<file path="src/slot_status_defines.svh">
/*
 * Offsets, field positions, reset values and timing counts of the first
 * card slot status bank. Assumes a 4-bit register address and 8-bit data.
 */
`ifndef SLOT_STATUS_DEFINES_SVH
`define SLOT_STATUS_DEFINES_SVH

`define REG_ADDR_W 4
`define REG_DATA_W 8

`define OFS_STATUS_CONFIG 4'h0
`define OFS_DEBOUNCE_CFG 4'h1
`define OFS_IRQ_MASK 4'h2
`define OFS_IRQ_STATUS 4'h3

`define BIT_FIXED_ONE 7
`define BIT_FIXED_ZERO 6
`define BIT_ANSWER_TIMEOUT 5
`define BIT_PRESENCE_CHANGE 4
`define BIT_OVERCURRENT 3
`define BIT_RANGE_ERROR 2
`define FLD_LEVEL_HI 1
`define FLD_LEVEL_LO 0

`define RST_STATUS_CONFIG 8'h80
`define RST_DEBOUNCE_CFG 3'h0
`define RST_IRQ_MASK 4'h0
`define RST_IRQ_STATUS 4'h0

`define REF_CLK_MHZ 25
`define DEBOUNCE_UNIT_NS 1000
`define DEBOUNCE_UNIT_CYCLES ((`DEBOUNCE_UNIT_NS * `REF_CLK_MHZ + 999) / 1000)
`define ATR_CNT_W_DEFAULT 16
`define DEB_CNT_W_DEFAULT 8

`endif

</file>
<file path="src/slot_status_pkg.sv">
/*
 * Types shared by the slot status bank and its presence filter.
 * Assumes the constants of slot_status_defines.svh.
 */
package slot_status_pkg;

    typedef enum logic [1:0] {
        LEVEL_OFF,
        LEVEL_1V8,
        LEVEL_3V0,
        LEVEL_5V0
    } supply_level_t;

    typedef enum logic {
        ATR_IDLE,
        ATR_WAIT
    } atr_state_t;

endpackage : slot_status_pkg

</file>
<file path="src/presence_if.sv">
/*
 * Carrier between the status bank and the card presence filter.
 * Assumes both ends run on the same reference clock.
 */
`timescale 1ns/100ps

interface presence_if;
    logic raw;
    logic [2:0] setting;
    logic filtered;
    logic change;

    modport filt
    (
        input raw,
        input setting,
        output filtered,
        output change
    );

    modport user
    (
        output raw,
        output setting,
        input filtered,
        input change
    );
endinterface : presence_if

</file>
<file path="src/presence_filter.sv">
/*
 * Card presence filter: three-stage synchroniser, then a debounce counter
 * whose length follows the debounce setting. Assumes the presence pin is
 * asynchronous to ref_clk.
 */
`timescale 1ns/100ps
`include "slot_status_defines.svh"

module presence_filter
    import slot_status_pkg::*;
#(
    parameter int DEB_CNT_W = `DEB_CNT_W_DEFAULT
)
(
    input wire logic ref_clk,
    input wire logic resetn,
    presence_if.filt pf
);

    typedef struct packed {
        logic [2:0] sync;
        logic stable;
        logic [DEB_CNT_W-1:0] cnt;
        logic filtered;
        logic change;
    } filt_t;

    filt_t state_q;
    filt_t state_d;

    function automatic logic [DEB_CNT_W-1:0] deb_threshold(input logic [2:0] setting);
        deb_threshold = DEB_CNT_W'(32'(setting) * `DEBOUNCE_UNIT_CYCLES);
    endfunction : deb_threshold

    always_comb
    begin
        state_d = state_q;
        state_d.change = 1'b0;
        state_d.sync = {state_q.sync[1:0], pf.raw};
        if (state_q.sync[2] == state_q.sync[1])
        begin
            state_d.stable = state_q.sync[2];
        end
        if (state_q.stable != state_q.filtered)
        begin
            if (state_q.cnt >= deb_threshold(pf.setting))
            begin
                state_d.filtered = state_q.stable;
                state_d.change = 1'b1;
                state_d.cnt = '0;
            end
            else
            begin
                state_d.cnt = state_q.cnt + 1'b1;
            end
        end
        else
        begin
            state_d.cnt = '0;
        end
    end

    always_ff @(posedge ref_clk or negedge resetn)
    begin
        if (!resetn)
        begin
            state_q <= '0;
        end
        else
        begin
            state_q <= state_d;
        end
    end

    assign pf.filtered = state_q.filtered;
    assign pf.change = state_q.change;

endmodule : presence_filter

</file>
<file path="src/slot_status_bank.sv">
/*
 * Status and configuration byte of the first card slot, with its event
 * detection, a debounce setting register and an interrupt mask/status pair.
 * Assumes pins are asynchronous to ref_clk, while card_clock_tick and
 * answer_wait_start come from logic on ref_clk.
 */
// The plain strobed port and the address map were left to the implementer.
// Notes on behaviour
// - bits 7 and 6 fixed at one, zero
// - answer flag on counter overflow before fall
// - presence flag on each filtered presence change
// - overcurrent flag on detected supply overcurrent
// - reading the byte clears every event flag
// - software may set each event flag
// - writes never clear presence or overcurrent
// - software overcurrent set causes no deactivation
// - range flag set out of range while level is not off, read-clear
// - level field: off, 1.8, 3, 5 volts
// - reset value has only bit 7 set
`timescale 1ns/100ps
`include "slot_status_defines.svh"

module slot_status_bank
    import slot_status_pkg::*;
#(
    parameter int ATR_CNT_W = `ATR_CNT_W_DEFAULT,
    parameter int DEB_CNT_W = `DEB_CNT_W_DEFAULT
)
(
    input wire logic ref_clk,
    input wire logic resetn,
    input wire logic [`REG_ADDR_W-1:0] reg_addr,
    input wire logic [`REG_DATA_W-1:0] reg_wdata,
    input wire logic reg_wr,
    input wire logic reg_rd,
    output logic [`REG_DATA_W-1:0] reg_rdata,
    output logic irq,
    input wire logic card_io_line,
    input wire logic card_presence_input,
    input wire logic supply_overcurrent_pin,
    input wire logic supply_range_pin,
    input wire logic card_clock_tick,
    input wire logic answer_wait_start,
    output logic [1:0] supply_level_select,
    output logic converter_run,
    output logic deactivate_req,
    output logic card_present
);

    typedef struct packed {
        logic [2:0] io_sync;
        logic io_stable;
        logic [2:0] oc_sync;
        logic oc_stable;
        logic [2:0] rng_sync;
        logic rng_stable;
        logic answer_timeout_flag;
        logic presence_change_flag;
        logic supply_overcurrent_flag;
        logic supply_range_error_flag;
        supply_level_t level;
        logic [2:0] presence_debounce_setting;
        logic [3:0] irq_mask;
        logic [3:0] irq_status;
        atr_state_t atr_state;
        logic [ATR_CNT_W-1:0] atr_cnt;
        logic [`REG_DATA_W-1:0] rdata;
        logic irq;
        logic converter_run;
        logic deactivate;
    } bank_t;

    bank_t state_q;
    bank_t state_d;

    presence_if pres ();

    logic io_fall;
    logic oc_ev;
    logic rng_ev;
    logic answer_ev;
    logic [3:0] hw_ev;
    logic [3:0] sw_set;
    logic rd_status;
    logic wr_status;
    logic wr_debounce;
    logic wr_mask;
    logic wr_irq_status;

    // change counts once second and third stages agree
    function automatic logic settle(input logic [2:0] sync, input logic prev);
        if (sync[2] == sync[1])
        begin
            settle = sync[2];
        end
        else
        begin
            settle = prev;
        end
    endfunction : settle

    // event flags in register order, answer timeout first
    function automatic logic [3:0] flag_vec(input bank_t s);
        flag_vec = {s.answer_timeout_flag, s.presence_change_flag,
                    s.supply_overcurrent_flag, s.supply_range_error_flag};
    endfunction : flag_vec

    function automatic logic [`REG_DATA_W-1:0] status_byte(input bank_t s);
        logic [`REG_DATA_W-1:0] b;
        b = '0;
        b[`BIT_FIXED_ONE] = 1'b1;
        b[`BIT_FIXED_ZERO] = 1'b0;
        b[`BIT_ANSWER_TIMEOUT] = s.answer_timeout_flag;
        b[`BIT_PRESENCE_CHANGE] = s.presence_change_flag;
        b[`BIT_OVERCURRENT] = s.supply_overcurrent_flag;
        b[`BIT_RANGE_ERROR] = s.supply_range_error_flag;
        b[`FLD_LEVEL_HI:`FLD_LEVEL_LO] = s.level;
        status_byte = b;
    endfunction : status_byte

    function automatic logic [`REG_DATA_W-1:0] read_word(
        input logic [`REG_ADDR_W-1:0] addr,
        input bank_t s
    );
        if (addr == `OFS_STATUS_CONFIG)
        begin
            read_word = status_byte(s);
        end
        else if (addr == `OFS_DEBOUNCE_CFG)
        begin
            read_word = {5'h00, s.presence_debounce_setting};
        end
        else if (addr == `OFS_IRQ_MASK)
        begin
            read_word = {4'h0, s.irq_mask};
        end
        else if (addr == `OFS_IRQ_STATUS)
        begin
            read_word = {4'h0, s.irq_status};
        end
        else
        begin
            read_word = 8'h00;
        end
    endfunction : read_word

    assign pres.raw = card_presence_input;
    assign pres.setting = state_q.presence_debounce_setting;

    presence_filter #(
        .DEB_CNT_W(DEB_CNT_W)
    ) u_presence_filter (
        .ref_clk(ref_clk),
        .resetn(resetn),
        .pf(pres.filt)
    );

    always_comb
    begin
        state_d = state_q;
        answer_ev = 1'b0;

        // pin synchronisers
        state_d.io_sync = {state_q.io_sync[1:0], card_io_line};
        state_d.io_stable = settle(state_q.io_sync, state_q.io_stable);
        state_d.oc_sync = {state_q.oc_sync[1:0], supply_overcurrent_pin};
        state_d.oc_stable = settle(state_q.oc_sync, state_q.oc_stable);
        state_d.rng_sync = {state_q.rng_sync[1:0], supply_range_pin};
        state_d.rng_stable = settle(state_q.rng_sync, state_q.rng_stable);

        io_fall = state_q.io_stable & ~state_d.io_stable;
        oc_ev = state_d.oc_stable & ~state_q.oc_stable;
        rng_ev = state_d.rng_stable & ~state_q.rng_stable & (state_q.level != LEVEL_OFF);

        // answer-to-reset watchdog
        case (state_q.atr_state)
            ATR_IDLE:
            begin
                if (answer_wait_start)
                begin
                    state_d.atr_state = ATR_WAIT;
                    state_d.atr_cnt = '0;
                end
            end
            ATR_WAIT:
            begin
                if (io_fall)
                begin
                    state_d.atr_state = ATR_IDLE;
                end
                else if (card_clock_tick)
                begin
                    if (&state_q.atr_cnt)
                    begin
                        answer_ev = 1'b1;
                        state_d.atr_state = ATR_IDLE;
                        state_d.atr_cnt = '0;
                    end
                    else
                    begin
                        state_d.atr_cnt = state_q.atr_cnt + 1'b1;
                    end
                end
            end
            default:
            begin
                state_d.atr_state = ATR_IDLE;
            end
        endcase

        hw_ev = {answer_ev, pres.change, oc_ev, rng_ev};

        // register decode
        rd_status = reg_rd && (reg_addr == `OFS_STATUS_CONFIG);
        wr_status = reg_wr && (reg_addr == `OFS_STATUS_CONFIG);
        wr_debounce = reg_wr && (reg_addr == `OFS_DEBOUNCE_CFG);
        wr_mask = reg_wr && (reg_addr == `OFS_IRQ_MASK);
        wr_irq_status = reg_wr && (reg_addr == `OFS_IRQ_STATUS);

        // read data stand one cycle only
        if (reg_rd)
        begin
            state_d.rdata = read_word(reg_addr, state_q);
        end
        else
        begin
            state_d.rdata = 8'h00;
        end

        // ones set, zeros leave flags alone
        if (wr_status)
        begin
            sw_set = reg_wdata[`BIT_ANSWER_TIMEOUT:`BIT_RANGE_ERROR];
        end
        else
        begin
            sw_set = 4'h0;
        end

        if (rd_status)
        begin
            state_d.answer_timeout_flag = 1'b0;
            state_d.presence_change_flag = 1'b0;
            state_d.supply_overcurrent_flag = 1'b0;
            state_d.supply_range_error_flag = 1'b0;
        end

        // software test set, never cleared by a write
        if (sw_set[3])
        begin
            state_d.answer_timeout_flag = 1'b1;
        end
        if (sw_set[2])
        begin
            state_d.presence_change_flag = 1'b1;
        end
        if (sw_set[1])
        begin
            state_d.supply_overcurrent_flag = 1'b1;
        end
        if (sw_set[0])
        begin
            state_d.supply_range_error_flag = 1'b1;
        end

        // hardware set wins over read clear
        if (hw_ev[3])
        begin
            state_d.answer_timeout_flag = 1'b1;
        end
        if (hw_ev[2])
        begin
            state_d.presence_change_flag = 1'b1;
        end
        if (hw_ev[1])
        begin
            state_d.supply_overcurrent_flag = 1'b1;
        end
        if (hw_ev[0])
        begin
            state_d.supply_range_error_flag = 1'b1;
        end

        if (wr_status)
        begin
            state_d.level = supply_level_t'(reg_wdata[`FLD_LEVEL_HI:`FLD_LEVEL_LO]);
        end
        if (wr_debounce)
        begin
            state_d.presence_debounce_setting = reg_wdata[2:0];
        end
        if (wr_mask)
        begin
            state_d.irq_mask = reg_wdata[3:0];
        end

        // interrupt status: write one clears, new event wins
        if (wr_irq_status)
        begin
            state_d.irq_status = state_q.irq_status & ~reg_wdata[3:0];
        end
        state_d.irq_status = state_d.irq_status | hw_ev | sw_set;
        state_d.irq = |(state_d.irq_status & state_d.irq_mask);

        // converter runs on nonzero level with card present
        state_d.converter_run = (state_d.level != LEVEL_OFF) && pres.filtered;

        // software overcurrent set does not deactivate
        state_d.deactivate = oc_ev | rng_ev | sw_set[0];
    end

    always_ff @(posedge ref_clk or negedge resetn)
    begin
        if (!resetn)
        begin
            state_q <= '0;
            state_q.level <= supply_level_t'(2'(`RST_STATUS_CONFIG));
            state_q.presence_debounce_setting <= `RST_DEBOUNCE_CFG;
            state_q.irq_mask <= `RST_IRQ_MASK;
            state_q.irq_status <= `RST_IRQ_STATUS;
            state_q.atr_state <= ATR_IDLE;
        end
        else
        begin
            state_q <= state_d;
        end
    end

    assign reg_rdata = state_q.rdata;
    assign irq = state_q.irq;
    assign supply_level_select = state_q.level;
    assign converter_run = state_q.converter_run;
    assign deactivate_req = state_q.deactivate;
    assign card_present = pres.filtered;

endmodule : slot_status_bank

</file>
<file path="config.mk">
export PLATFORM = sky130hd
export DESIGN_NAME = slot_status_bank
export DESIGN_NICKNAME = d
export VERILOG_FILES = /design/src/slot_status_pkg.sv /design/src/presence_if.sv /design/src/presence_filter.sv /design/src/slot_status_bank.sv
export VERILOG_INCLUDE_DIRS = /design/src
export SDC_FILE = /design/constraint.sdc
export NUM_CORES = 1
export LEC_CHECK = 0
export BUFFER_PORTS_ARGS = -buffer_cell sky130_fd_sc_hd__buf_2
export CAP_MARGIN = 20
export CORE_MARGIN = 2
export CORE_UTILIZATION = 58
export CTS_CLUSTER_DIAMETER = 200
export CTS_CLUSTER_SIZE = 8
export DETAILED_ROUTE_END_ITERATION = 6
export PLACE_DENSITY = 0.79
export SLEW_MARGIN = 15
export SYNTH_ARGS = -nofsm -noshare
export SYNTH_HDL_FRONTEND = slang
export SYNTH_SLANG_ARGS = --single-unit
</file>
<file path="constraint.sdc">
create_clock -name ref_clk -period 3.55 [get_ports ref_clk]
set_input_delay 0.71 -clock ref_clk [delete_from_list [all_inputs] [get_ports ref_clk]]
set_output_delay 0.71 -clock ref_clk [all_outputs]
set_load 0.02 [all_outputs]
</file>
==> flow_summary_export.csv <==
group,metric,value,unit
clock_tree,hold_buffers,0,
grt,antenna_found_initial,0,
clock_tree,cts.sinks,70,
worst_setup_path,crit_top_cell,"ha_1",
yosys,synth_area,0.00336,sq mm
grt,grt_pass1_vias,2224,
timing,max_freq,0.345,GHz
timing,hold_viol,0,
clock_tree,clkTransAtPathRegs,0.07,ns
yosys,synth_ff_type,"dfrtp_1",
cells_and_area,final_cells,421,
placed_design,port_buffers,32,
grt,grtUsageTotal,20.7,%
clock_tree,postCtsSetupBuffers,0,
power_and_ir_drop,switching_power,0.000632,W
placed_design,dp_cells,405,
worst_setup_path,rrSetupSlack,0.66,ns
yosys,synth_edf_count,0,
detailed_routing,route.detailed.drc,0,
power_and_ir_drop,power.share.clock,27.0,%
timing,timing.hold.ws,0.348,ns
yosys,ys_seq_area_share,52.1,%
detailed_routing,wl,5910,microns
yosys,netlist_top_cells_count,"dfrtp_1, nand2_1, nor2_1, o21ai_0, ha_1",
timing,tightestPinTransition,0.851,ns
clock_tree,clk_path_buf_depth,2,
placed_design,gp_congestion,0.858,
timing,post-route-period-util,81.5,%
timing,slew_viol_final,0,
floorplan,ios,36,
cells_and_area,syn2layout_area_growth,9.01,%
cells_and_area,fin_nets,381,
yosys,synth_cell_types,52,
yosys,synth_top_cell_area_share,52.1,%
detailed_routing,vias_per_cell,5.54,
detailed_routing,wl_met2,2810,microns
floorplan,die_w,80.1,microns
worst_hold_path,min_to,"state_d[56]",
timing,rsz0062_at_grt,"no",
yosys,synthTopCellsByArea,"dfrtp_1, ha_1, nand2_1, mux2_2, nor2_1",
detailed_routing,route.met3.wl,240,microns
power_and_ir_drop,pwr-share-seq,50.0,%
power_and_ir_drop,pwr_density_cell,543,mW/mm^2
clock_tree,cts_tree,"built",
run_status,outcome,"complete, no violations",
floorplan,rows,27,
worst_setup_path,slowest_stage,"dfrtp_1",
worst_setup_path,cp_data_required_time,3.77,ns
timing,min_period,2.89,ns
worst_hold_path,hold_path_depth,0,
worst_setup_path,cp-start-kind,"register",
detailed_routing,dr_total_vias,2331,
yosys,yosysWarnings,0,
clock_tree,ctsRootBufferMaster,"clkbuf_8",
worst_hold_path,worstHoldStart,"state_d[55]",
yosys,synth_nets,355,
worst_setup_path,cp_max_fo,10,
power_and_ir_drop,total_leakage_power,1.76,nW
clock_tree,cts_resized,0,
floorplan,start_util,60.6,%
clock_tree,cts_max_level,3,
floorplan,die_h,80.1,microns
power_and_ir_drop,combPwrFrac,23.0,%
timing,skew,0.00603,ns
run,cap_viol_max_count,0,
grt,grt_max_degree,71,
detailed_routing,firstDrtPassIters,4,
worst_hold_path,min_path_type,"reg -> reg",
worst_setup_path,crit_type,"reg -> reg",
timing,setup_viol,0,
detailed_routing,wire_per_inst,14.0,microns
grt,grt_pass1_wl,10100,microns
worst_setup_path,path_cells,"inv_1 -> ha_1 -> inv_1 -> ha_1 -> ha_1 -> inv_1 -> ha_1 -> and3_1 -> a221o_1 -> a31o_2 -> mux2_1",
power_and_ir_drop,finalPower,0.00199,W
worst_setup_path,worstRegToRegCells,11,
worst_setup_path,r2r-start,"pres.setting[1]",
power_and_ir_drop,ir_drop,0.380,mV
worst_setup_path,cpPeakStageDelay,0.43,ns
clock_tree,cts_buffers,9,
cells_and_area,antennaDiodeCount,0,
cells_and_area,drive_gt1_share,18.1,%
power_and_ir_drop,swShare,31.7,%
floorplan,core_area,0.00554,sq mm
yosys,ys_seq_elements,70,
yosys,syn-mean-instance-area,10.6,sq um
worst_setup_path,timing.rr.end,"u_presence_filter.pf.filtered",
placed_design,dpl.hpwl,4300,microns
floorplan,dieArea,0.00642,sq mm
grt,grt_overflow,0,
detailed_routing,antenna_left,0,
cells_and_area,fin_util,66.1,%
clock_tree,clkLatencyLatePin,0.33,ns
cells_and_area,fill_cells,449,
yosys,synth_top_area_cell,"dfrtp_1",
yosys,synth_most_common_cell,"dfrtp_1",
detailed_routing,highest_layer,"met4",
detailed_routing,first_iter_violations,154,
yosys,ys_async_sr_fraction,100,%
worst_setup_path,worst-endpoint-arrival,3.11,ns
yosys,postSynthCellCount,318,
timing,tns,0,ns
detailed_routing,wl_met1,2760,microns
timing,slew_headroom,43.2,%
power_and_ir_drop,p_int,0.00136,W
worst_setup_path,end_kind,"register",
[placed cells by master, fill, tap and decap left out, drive strengths merged, types with 4 or more instances in the layout]
cell	n
o31ai	4
and2	6
and3	8
nor2	27
xnor2	10
o21ai	20
nand3	14
nor3b	4
buf	33
ha	15
nand2b	6
nand2	40
clkbuf	15
nor3	6
dfrtp	70
inv	11
mux2	10
a21oi	9
mux2i	5
[cell type report]
cell class | instances | area [sq um] | area share (%)
flip-flops and latches | 70 | 1750 | 47.8
clock buffers | 15 | 156 | 4.27
well taps | 72 | 90.1 | 2.46
clock inverters | 1 | 5.00 | 0.137
repair buffers | 33 | 168 | 4.58
inverters | 11 | 41.3 | 1.13
multi-input cells | 219 | 1450 | 39.6
[power groups by stage]
stage | Sequential, W | Combinational (W) | Clock, W
after CTS | 0.000994 | 0.000463 | 0.000552
after floorplan | 0.00100 | 0.000336 | 0
after global placement | 0.00100 | 0.000447 | 0
after detailed placement | 0.00101 | 0.000462 | 0
after global routing | 0.00101 | 0.000522 | 0.000585
final | 0.000995 | 0.000458 | 0.000538
[worst max-delay path: cells and delay by family (launching register included)]
| kind | cells | cell delay [ns] |
|---|---|---|
| AND/OR/NAND/NOR | 1 | 0.20 |
| buffers and inverters | 3 | 0.17 |
| flip-flops | 1 | 0.43 |
| adder cells (fa/ha/maj) | 4 | 1.01 |
| multiplexers | 1 | 0.33 |
| AO/OA/AOI/OAI | 2 | 0.63 |
[layer usage]
metal | vias up | track usage [%]
met4 | 0 | 8.98
li1 | 1142 | -
met2 | 49 | 32.9
met3 | 9 | 3.93
met5 | - | 0
met1 | 1131 | 27.7
[worst max path at each step]
stage	slack, ns	endpoint	start	cells after the start
detailed placement	0.66	u_presence_filter.pf.filtered	pres.setting[1]	11
CTS	0.66	u_presence_filter.pf.filtered	pres.setting[1]	11
global placement	0.75	u_presence_filter.pf.filtered	pres.setting[1]	11
global route	0.51	u_presence_filter.pf.filtered	pres.setting[1]	11
finish	0.66	u_presence_filter.pf.filtered	pres.setting[1]	11
floorplan	0.77	u_presence_filter.pf.filtered	pres.setting[1]	12
[cells by family after synthesis]
group | share of synthesized area [%]
adder cells (fa/ha/maj) | 6.48
other | 0.112
AO/OA/AOI/OAI | 11.1
flip-flops | 52.1
multiplexers | 4.84
AND/OR/NAND/NOR | 17.5
buffers and inverters | 4.69
XOR/XNOR | 3.13
[registers in the layout (all words and copies together) (netlist names)]
register	cells
state_q	35
reg_rdata	7
u_presence_filter.state_d	2
supply_level_select	2
u_presence_filter.pf.filtered	1
state_d	6
irq	1
deactivate_req	1
u_presence_filter.pf.change	1
pres.setting	3
converter_run	1
u_presence_filter.state_q	10
[through the flow]
step	worst slack (ns)	cell area [sq um]
2_1_floorplan	0.771	3360
3_3_place_gp	0.750	3500
3_5_place_dp	0.664	3500
4_1_cts	0.660	3660
5_1_grt	0.512	3660
6_report	0.655	3660
No activity file was read; power rests on OpenSTA's default activity.
